===== src/core/fld_cfg.svh =====
`ifndef FLD_CFG_SVH
`define FLD_CFG_SVH

`define FLD_CLK_PERIOD_NS 100
`define FLD_WAKE_US 200
`define FLD_WAKE_CYC ((`FLD_WAKE_US * 1000 + `FLD_CLK_PERIOD_NS - 1) / `FLD_CLK_PERIOD_NS)
`define FLD_LOW_US 200
`define FLD_LOW_CYC ((`FLD_LOW_US * 1000 + `FLD_CLK_PERIOD_NS - 1) / `FLD_CLK_PERIOD_NS)
`define FLD_SOFT_US 100
`define FLD_SOFT_CYC ((`FLD_SOFT_US * 1000 + `FLD_CLK_PERIOD_NS - 1) / `FLD_CLK_PERIOD_NS)
`define FLD_ONTIME_MS 3500
`define FLD_ONTIME_CYC ((64'd`FLD_ONTIME_MS * 64'd1000000) / 64'd`FLD_CLK_PERIOD_NS)
`define FLD_DROPOUT_CYC 32
`define FLD_FLASH_MV 9'h0A0
`define FLD_TORCH_MV 9'h03C
`define FLD_CODE_ZERO 5'h00
`define FLD_CODE_STEP 5'h01
`define FLD_CODE_MAX 5'h1F
`define FLD_CODE_LIMIT 5'h08

`endif


===== src/core/fld_pkg.sv =====
package fld_pkg;

    typedef enum logic [2:0] {
        ST_OFF  = 3'b000,
        ST_WAKE = 3'b001,
        ST_SOFT = 3'b011,
        ST_RUN  = 3'b010,
        ST_HOT  = 3'b110
    } fld_state_t;

    typedef enum logic [1:0] {
        PH_IDLE  = 2'b00,
        PH_AWAKE = 2'b01,
        PH_PROG  = 2'b11
    } fld_phase_t;

    typedef struct packed {
        logic flash_sel;
        logic driver_on;
        logic pulse_level;
        logic over_temp;
        logic fb_below;
    } fld_pins_t;

    typedef struct packed {
        logic converter_en;
        logic switches_on;
        logic soft_start;
        logic doubler_pump_mode;
        logic timed_out;
        logic [8:0] target_mv;
        logic [4:0] feedback_setpoint;
    } fld_status_t;

endpackage


===== src/core/fld_timer.sv =====
`timescale 1ns/100ps

module fld_timer #(
    parameter int WIDTH = 12,
    parameter int unsigned LIMIT = 2000
) (
    input wire logic mclk,
    input wire logic reset_n,
    input wire logic clear,
    input wire logic run,
    output logic done
);

    generate
        if (LIMIT == 0 || WIDTH > 31 || LIMIT >= (32'd1 << WIDTH)) begin : g_bad
            $error("fld_timer: LIMIT does not fit WIDTH");
        end
    endgenerate

    logic [WIDTH-1:0] cnt_reg;
    logic [WIDTH-1:0] cnt_next;

    assign done = (cnt_reg == WIDTH'(LIMIT));

    // saturates at the limit so done stays up until cleared
    always_comb begin
        cnt_next = cnt_reg;
        if (clear) begin
            cnt_next = '0;
        end else if (run && !done) begin
            cnt_next = cnt_reg + WIDTH'(1);
        end
    end

    always_ff @(posedge mclk or negedge reset_n) begin
        if (!reset_n) begin
            cnt_reg <= '0;
        end else begin
            cnt_reg <= cnt_next;
        end
    end

endmodule


===== src/core/fld_ctrl.sv =====
`timescale 1ns/100ps
`include "fld_cfg.svh"

// What this block does, and what its host must do
// fixed variant: flash-select high means 160mV target, low means 60mV.
// fixed variant: run while driver-on high, stop at once when low.
// undriven driver-on reads low, so the driver stays shut down.
// fixed variant: flash mode on-time limited to 3.5s, then shutdown.
// after timeout, flash-select or driver-on activity re-enables the driver.
// after timeout, flash mode needs driver-on low then high again.
// on enable wait 200us for reference wake, then soft-start.
// start in 1X; go 2X after feedback low over 32 cycles.
// stay 2X until driver-on toggle, flash fall, supply cycle, thermal fault.
// leaving 2X returns to 1X and soft-starts again.
// pulse variant: each counted rising edge raises setpoint one step, max 31.
// pulse variant: pulse input low over 200us means shutdown.
// edge 1 wakes, edge 2 sets zero, edge 3 sets 58mV, then steps.
// setpoint saturates at maximum; extra edges ignored until shutdown.
// setpoint only rises; lowering needs shutdown and reprogramming.
// pulse variant: 3.5s on-time limit when setpoint is 120mV or more.
// over-temperature turns switches off; on clearing, recover with soft-start.
// host always drives flash-select and pulse input, never floating.
// all timers count cycles of the block clock.
// host holds pulse input high to keep the programmed setpoint.
// host gives first edge at least 600us after power-up.
// host spaces first and second pulses about 25us, at most 75us.
// host pulse train no faster than 1MHz.
module fld_ctrl #(
    parameter int unsigned ONTIME_CYC = 32'(`FLD_ONTIME_CYC),
    parameter int ONTIME_W = 26
) (
    input wire logic mclk,
    input wire logic reset_n,
    input wire logic pulse_variant,
    input wire fld_pkg::fld_pins_t pins,
    output fld_pkg::fld_status_t status
);

    generate
        if (ONTIME_CYC < 2 || ONTIME_W > 31 || ONTIME_CYC >= (32'd1 << ONTIME_W)) begin : g_bad
            $error("fld_ctrl: ONTIME_CYC does not fit ONTIME_W");
        end
    endgenerate

    // ------------------------------------------------------------
    // pin synchronisers
    // ------------------------------------------------------------
    fld_pkg::fld_pins_t meta_reg;
    fld_pkg::fld_pins_t sync_reg;
    fld_pkg::fld_pins_t prev_reg;
    logic variant_meta_reg;
    logic variant_reg;

    // a floating driver-on is pulled low outside, so it arrives here as low
    always_ff @(posedge mclk or negedge reset_n) begin
        if (!reset_n) begin
            meta_reg <= '0;
            sync_reg <= '0;
            prev_reg <= '0;
            variant_meta_reg <= 1'b0;
            variant_reg <= 1'b0;
        end else begin
            meta_reg <= pins;
            sync_reg <= meta_reg;
            prev_reg <= sync_reg;
            variant_meta_reg <= pulse_variant;
            variant_reg <= variant_meta_reg;
        end
    end

    logic drv;
    logic flash;
    logic hot;
    logic drv_rise;
    logic drv_fall;
    logic flash_fall;
    logic flash_change;
    logic pulse_rise;

    assign drv = sync_reg.driver_on && !variant_reg;
    assign flash = sync_reg.flash_sel;
    assign hot = sync_reg.over_temp;
    assign drv_rise = sync_reg.driver_on && !prev_reg.driver_on;
    assign drv_fall = !sync_reg.driver_on && prev_reg.driver_on;
    assign flash_fall = !sync_reg.flash_sel && prev_reg.flash_sel;
    assign flash_change = sync_reg.flash_sel != prev_reg.flash_sel;
    assign pulse_rise = sync_reg.pulse_level && !prev_reg.pulse_level;

    // ------------------------------------------------------------
    // state registers
    // ------------------------------------------------------------
    fld_pkg::fld_state_t state_reg;
    fld_pkg::fld_state_t state_next;
    fld_pkg::fld_phase_t phase_reg;
    fld_pkg::fld_phase_t phase_next;
    logic [4:0] code_reg;
    logic [4:0] code_next;
    logic timeout_reg;
    logic timeout_next;
    logic lock_reg;
    logic lock_next;
    logic doubler_reg;
    logic doubler_next;
    fld_pkg::fld_status_t status_reg;
    fld_pkg::fld_status_t status_next;

    // ------------------------------------------------------------
    // timers
    // ------------------------------------------------------------
    logic wake_done;
    logic soft_done;
    logic drop_done;
    logic low_done;
    logic ontime_done;
    logic limited;
    logic on_state;

    assign on_state = state_reg != fld_pkg::ST_OFF;
    // on-time is only limited for flash mode or a high programmed setpoint
    assign limited = variant_reg ? (code_reg >= `FLD_CODE_LIMIT) : (flash && !lock_reg);

    fld_timer #(.WIDTH(12), .LIMIT(`FLD_WAKE_CYC)) u_wake (
        .mclk(mclk),
        .reset_n(reset_n),
        .clear(state_reg != fld_pkg::ST_WAKE),
        .run(1'b1),
        .done(wake_done)
    );

    fld_timer #(.WIDTH(12), .LIMIT(`FLD_SOFT_CYC)) u_soft (
        .mclk(mclk),
        .reset_n(reset_n),
        .clear(state_reg != fld_pkg::ST_SOFT),
        .run(1'b1),
        .done(soft_done)
    );

    // more than 32 cycles below target: the 33rd low cycle trips it
    fld_timer #(.WIDTH(6), .LIMIT(`FLD_DROPOUT_CYC + 1)) u_drop (
        .mclk(mclk),
        .reset_n(reset_n),
        .clear(!sync_reg.fb_below || state_reg != fld_pkg::ST_RUN || doubler_reg),
        .run(1'b1),
        .done(drop_done)
    );

    // longer than 200us low, so one cycle past the count
    fld_timer #(.WIDTH(12), .LIMIT(`FLD_LOW_CYC + 1)) u_low (
        .mclk(mclk),
        .reset_n(reset_n),
        .clear(sync_reg.pulse_level || !variant_reg || phase_reg == fld_pkg::PH_IDLE),
        .run(1'b1),
        .done(low_done)
    );

    fld_timer #(.WIDTH(ONTIME_W), .LIMIT(ONTIME_CYC)) u_ontime (
        .mclk(mclk),
        .reset_n(reset_n),
        .clear(!on_state || !limited),
        .run(1'b1),
        .done(ontime_done)
    );

    // ------------------------------------------------------------
    // next-state logic
    // ------------------------------------------------------------
    logic run_ok;
    logic exit_2x;

    always_comb begin
        phase_next = phase_reg;
        code_next = code_reg;
        timeout_next = timeout_reg;
        lock_next = lock_reg;
        state_next = state_reg;
        run_ok = 1'b0;
        exit_2x = 1'b0;

        // pulse-programmed setpoint decode
        if (!variant_reg || low_done) begin
            phase_next = fld_pkg::PH_IDLE;
            code_next = `FLD_CODE_ZERO;
        end else if (pulse_rise) begin
            unique case (phase_reg)
                fld_pkg::PH_IDLE: begin
                    phase_next = fld_pkg::PH_AWAKE;
                    code_next = `FLD_CODE_ZERO;
                end
                fld_pkg::PH_AWAKE: begin
                    phase_next = fld_pkg::PH_PROG;
                    code_next = `FLD_CODE_ZERO;
                end
                fld_pkg::PH_PROG: begin
                    // only ever steps upward, stops at full scale
                    if (code_reg != `FLD_CODE_MAX) begin
                        code_next = code_reg + `FLD_CODE_STEP;
                    end
                end
                default: begin
                    phase_next = fld_pkg::PH_IDLE;
                end
            endcase
        end

        // timeout hold: the set has priority over every release path
        if (ontime_done && on_state) begin
            timeout_next = 1'b1;
        end else if (variant_reg ? low_done : (flash_change || drv_rise)) begin
            timeout_next = 1'b0;
        end

        // flash lock only lifts after driver-on has been seen low
        if (ontime_done && on_state && !variant_reg) begin
            lock_next = 1'b1;
        end else if (!sync_reg.driver_on) begin
            lock_next = 1'b0;
        end

        if (variant_reg) begin
            run_ok = phase_reg != fld_pkg::PH_IDLE && !timeout_reg && !low_done;
        end else begin
            run_ok = drv && !timeout_reg && !(lock_reg && flash);
            exit_2x = drv_rise || drv_fall || flash_fall;
        end
        if (ontime_done) begin
            run_ok = 1'b0;
        end

        unique case (state_reg)
            fld_pkg::ST_OFF: begin
                if (run_ok) begin
                    state_next = fld_pkg::ST_WAKE;
                end
            end
            fld_pkg::ST_WAKE: begin
                if (!run_ok) begin
                    state_next = fld_pkg::ST_OFF;
                end else if (wake_done) begin
                    state_next = fld_pkg::ST_SOFT;
                end
            end
            fld_pkg::ST_SOFT: begin
                if (!run_ok) begin
                    state_next = fld_pkg::ST_OFF;
                end else if (hot) begin
                    state_next = fld_pkg::ST_HOT;
                end else if (soft_done) begin
                    state_next = fld_pkg::ST_RUN;
                end
            end
            fld_pkg::ST_RUN: begin
                if (!run_ok) begin
                    state_next = fld_pkg::ST_OFF;
                end else if (hot) begin
                    state_next = fld_pkg::ST_HOT;
                end else if (exit_2x && doubler_reg) begin
                    state_next = fld_pkg::ST_SOFT;
                end
            end
            fld_pkg::ST_HOT: begin
                if (!run_ok) begin
                    state_next = fld_pkg::ST_OFF;
                end else if (!hot) begin
                    state_next = fld_pkg::ST_SOFT;
                end
            end
            default: begin
                state_next = fld_pkg::ST_OFF;
            end
        endcase

        // 2X holds only while regulating; any exit drops back to 1X
        doubler_next = (state_next == fld_pkg::ST_RUN) && (doubler_reg || drop_done);
    end

    // ------------------------------------------------------------
    // outputs, computed from next values so they match the state
    // ------------------------------------------------------------
    always_comb begin
        status_next = '0;
        status_next.converter_en = state_next != fld_pkg::ST_OFF;
        status_next.switches_on = state_next == fld_pkg::ST_SOFT
                               || state_next == fld_pkg::ST_RUN;
        status_next.soft_start = state_next == fld_pkg::ST_SOFT;
        status_next.doubler_pump_mode = doubler_next;
        status_next.timed_out = timeout_next;
        status_next.feedback_setpoint = code_next;
        if (!variant_reg) begin
            status_next.target_mv = flash ? `FLD_FLASH_MV : `FLD_TORCH_MV;
        end
    end

    always_ff @(posedge mclk or negedge reset_n) begin
        if (!reset_n) begin
            state_reg <= fld_pkg::ST_OFF;
            phase_reg <= fld_pkg::PH_IDLE;
            code_reg <= `FLD_CODE_ZERO;
            timeout_reg <= 1'b0;
            lock_reg <= 1'b0;
            doubler_reg <= 1'b0;
            status_reg <= '0;
        end else begin
            state_reg <= state_next;
            phase_reg <= phase_next;
            code_reg <= code_next;
            timeout_reg <= timeout_next;
            lock_reg <= lock_next;
            doubler_reg <= doubler_next;
            status_reg <= status_next;
        end
    end

    assign status = status_reg;

endmodule


===== config.mk =====
export PLATFORM = sky130hd
export DESIGN_NAME = fld_ctrl
export DESIGN_NICKNAME = d
export VERILOG_FILES = /design/src/core/fld_pkg.sv /design/src/core/fld_timer.sv /design/src/core/fld_ctrl.sv
export VERILOG_INCLUDE_DIRS = /design/src /design/src/core
export SDC_FILE = /design/constraint.sdc
export NUM_CORES = 1
export LEC_CHECK = 0
export ABC_AREA = 0
export BUFFER_PORTS_ARGS = -buffer_cell sky130_fd_sc_hd__buf_2
export CORE_ASPECT_RATIO = 1.25
export CORE_UTILIZATION = 35
export DETAILED_ROUTE_END_ITERATION = 6
export GPL_TIMING_DRIVEN = 0
export HOLD_SLACK_MARGIN = 0.02
export PLACE_DENSITY_LB_ADDON = 0.3
export SLEW_MARGIN = 20
export SYNTH_ARGS = -nofsm -noshare
export SYNTH_HDL_FRONTEND = slang
export SYNTH_SLANG_ARGS = --single-unit

===== constraint.sdc =====
create_clock -name mclk -period 2.8 [get_ports mclk]
set_input_delay 0.28 -clock mclk [delete_from_list [all_inputs] [get_ports mclk]]
set_output_delay 0.28 -clock mclk [all_outputs]
set_load 0.01 [all_outputs]

==> results_dict.tcl <==
set metrics [dict create \
    fin_crit_ns 2.03 \
    final_cell_mix "102 x dfrtp_1, 94 x nor2_1, 29 x nand2_1, 29 x xnor2_1" \
    largest_register_ffs 26 \
    ctsHoldBuffers 1 \
    r2r_slack_ns 0.77 \
    cp_cell_sequence "ha_1 -> and3_1 -> ha_1 -> nand2b_1 -> a21o_1 -> nor2_1 -> nand3b_1 -> a21oi_1" \
    r2r_end "status[2]" \
    synth_area_sq_um 4830 \
    wirelength_mm 8.61 \
    finalWeightedCongestion 0.798 \
    hold_depth 1 \
    numPortBuffers 22 \
    start_util_pct 36.2 \
    critPathArrivalTime_ns 2.29 \
    final_net_count 538 \
    max_stage_delay_ns 0.42 \
    dp.cells 675 \
    grt_pass1_vias 3384 \
    layout_commonest_cell "dfrtp_1" \
    cap_violations 0 \
    post-route-period-util_pct 72.6 \
    remaining_drc_errors 0 \
    dpl.hpwl_mm 6.09 \
    fin_cells 692 \
    cp_slowest_cell "dfrtp_1" \
    syn2layout_area_growth_pct 13.5 \
    cts_buffers 9 \
    grt_pass1_wl_mm 15.4 \
    die_w_um 107 \
    grt_util_all_layers_pct 13.4 \
    syn-instance-count 478 \
    r2r_cells 8 \
    yosys_warnings 0 \
    fin_hold_ws_ns 0.0442 \
    clk-insertion-delay-late_ns 0.34 \
    leakage_nw 2.32 \
    ys_ff_latch 102 \
    antenna_cells 0 \
    numClockSinks 102 \
    p_per_area_nw_per_um2 509 \
    cts_tree "done" \
    drive_gt1_share_pct 11.5 \
    wl_met1_mm 3.98 \
    wire_per_inst_um 12.4 \
    rr_startpoint "status[0]" \
    postCtsSetupBuffers 0 \
    hold_violations 0 \
    setup_violations 0 \
    setup_tns_ns 0 \
    cpMostUsedCell "ha_1" \
    tightestPinTransition_ns 0.817 \
    async_reset_ff_share_pct 100 \
    max_freq_mhz 492 \
    vdd_drop_max_uv 319 \
    synth_edf_count 0 \
    routed.top_layer "met4" \
    cts_root_buffer "clkbuf_16" \
    syn_area_per_cell_sq_um 10.1 \
    die_area_sq_um 14300 \
    outcome "finished clean" \
    cts_resized 0 \
    drt_pass1_iterations 4 \
    io_pins 27 \
    wl_met3_um 191 \
    synth_cell_type_count 52 \
    total_power_mw 2.79 \
    grt_max_degree 84 \
    row_count 47 \
    gr-total-overflow 0 \
    hold_end "meta_reg[3]" \
    cp_data_required_time_ns 3.06 \
    core_sq_um 13300 \
    endpoint_kind "register" \
    seq_area_frac_synth_pct 52.8 \
    cp_max_fo 6 \
    dr_wl_met2_mm 4.31 \
    max_slew_margin_pct 45.1 \
    synth_flop_cell "dfrtp_1" \
    viasPerCell 4.85 \
    h-tree-depth 3 \
    finClkSkew_ns 0.00747 \
    die_h_um 133 \
    maxSlewViolCount 0 \
    hp-start "pins[3]" \
    drtIter0Drc 132 \
    clk_pin_slew_ns 0.07 \
    criticalPathCategory "reg -> reg" \
    hold_path.class "in -> reg" \
    antenna_left 0 \
    fill_cells 1274 \
    rsz0062_at_grt "no" \
    start_kind "register" \
    grt_antenna_before_repair 0 \
    clockBufferDepth 2 \
    vias 3356 \
]
[Yosys cell counts (2+ instances only)]
library cell	count	share of area [%]
o21ai_1	2	0.21
nor4_1	3	0.39
nand3b_1	4	0.62
nor4_2	3	0.78
a22oi_1	2	0.31
inv_1	21	1.6
clkbuf_1	7	0.54
nand3_1	24	2.5
a21oi_1	17	1.8
a211oi_1	2	0.31
nor3b_1	4	0.62
ha_1	14	3.6
and4_1	8	1.5
o21ai_0	5	0.52
nand2_1	29	2.3
nand4_1	8	1.0
and2_1	3	0.39
buf_2	2	0.21
nor2b_1	4	0.52
xor2_1	24	4.4
nor4b_1	3	0.54
nand2b_1	8	1.0
and3_1	4	0.52
dfrtp_1	102	53
xnor2_1	29	5.3
nor4bb_1	2	0.41
buf_4	8	1.2
mux2i_1	4	0.83
nor3_1	11	1.1
or3_1	6	0.78
nor2_1	94	7.3
[per-stage QoR]
step,worst slack [ns],area [sq um],utilization (%)
CTS,0.750,5490,41.1
global route,0.606,5490,41.1
global placement,0.407,5170,38.7
floorplan,0.959,4840,-
finish,0.766,5490,41.1
detailed placement,0.778,5200,39.0
[worst max-delay path by stage]
stage                         from                end  depth (start not counted)
2_1_floorplan            status[0]          status[2]                          8
3_3_place_gp               reset_n  u_drop.cnt_reg[4]                          1
3_5_place_dp             status[0]          status[2]                          8
4_1_cts        u_ontime.cnt_reg[0]         status[16]                          7
5_1_grt                  status[0]          status[2]                          8
6_report                 status[0]          status[2]                          8
[metal layers]
| metal | track usage [%] | vias up |
|---|---|---|
| met2 | 22.8 | 31 |
| met4 | 4.87 | 0 |
| met1 | 16.8 | 1652 |
| met5 | 0 | - |
| met3 | 2.84 | 9 |
| li1 | - | 1664 |
[final cells by class]
cell class | count | area [sq um] | area share (%)
multi-input cells | 340 | 2110 | 38.5
flip-flops and latches | 102 | 2550 | 46.5
repair buffers | 24 | 154 | 2.81
inverters | 22 | 82.6 | 1.51
clock buffers | 11 | 233 | 4.24
well taps | 171 | 214 | 3.90
clock inverters | 5 | 42.5 | 0.776
plain buffers | 17 | 96.3 | 1.76
[power by group]
part | switching [mW] | internal, mW
Sequential | 0.0140 | 1.49
Clock | 0.547 | 0.613
Combinational | 0.0802 | 0.0423
Total | 0.641 | 2.15
[worst max-delay path, delay by kind of cell (launching register included)]
kind / cells / cell delay, ns
AOI/OAI and AO/OA: 2 / 0.39
adders and majority gates: 2 / 0.40
DFF: 1 / 0.42
and+or+nand+nor: 4 / 0.73
[kinds of logic after synthesis]
group	count (synthesis)	synth area share (%)
adder cells (fa/ha/maj)	14	3.63
AO/OA/AOI/OAI	36	4.61
XOR/XNOR	53	9.61
other	1	0.0776
buffers and inverters	39	3.70
flip-flops	102	52.8
AND/OR/NAND/NOR	228	24.5
multiplexers	5	1.06
(Power assumes the default switching activity.)
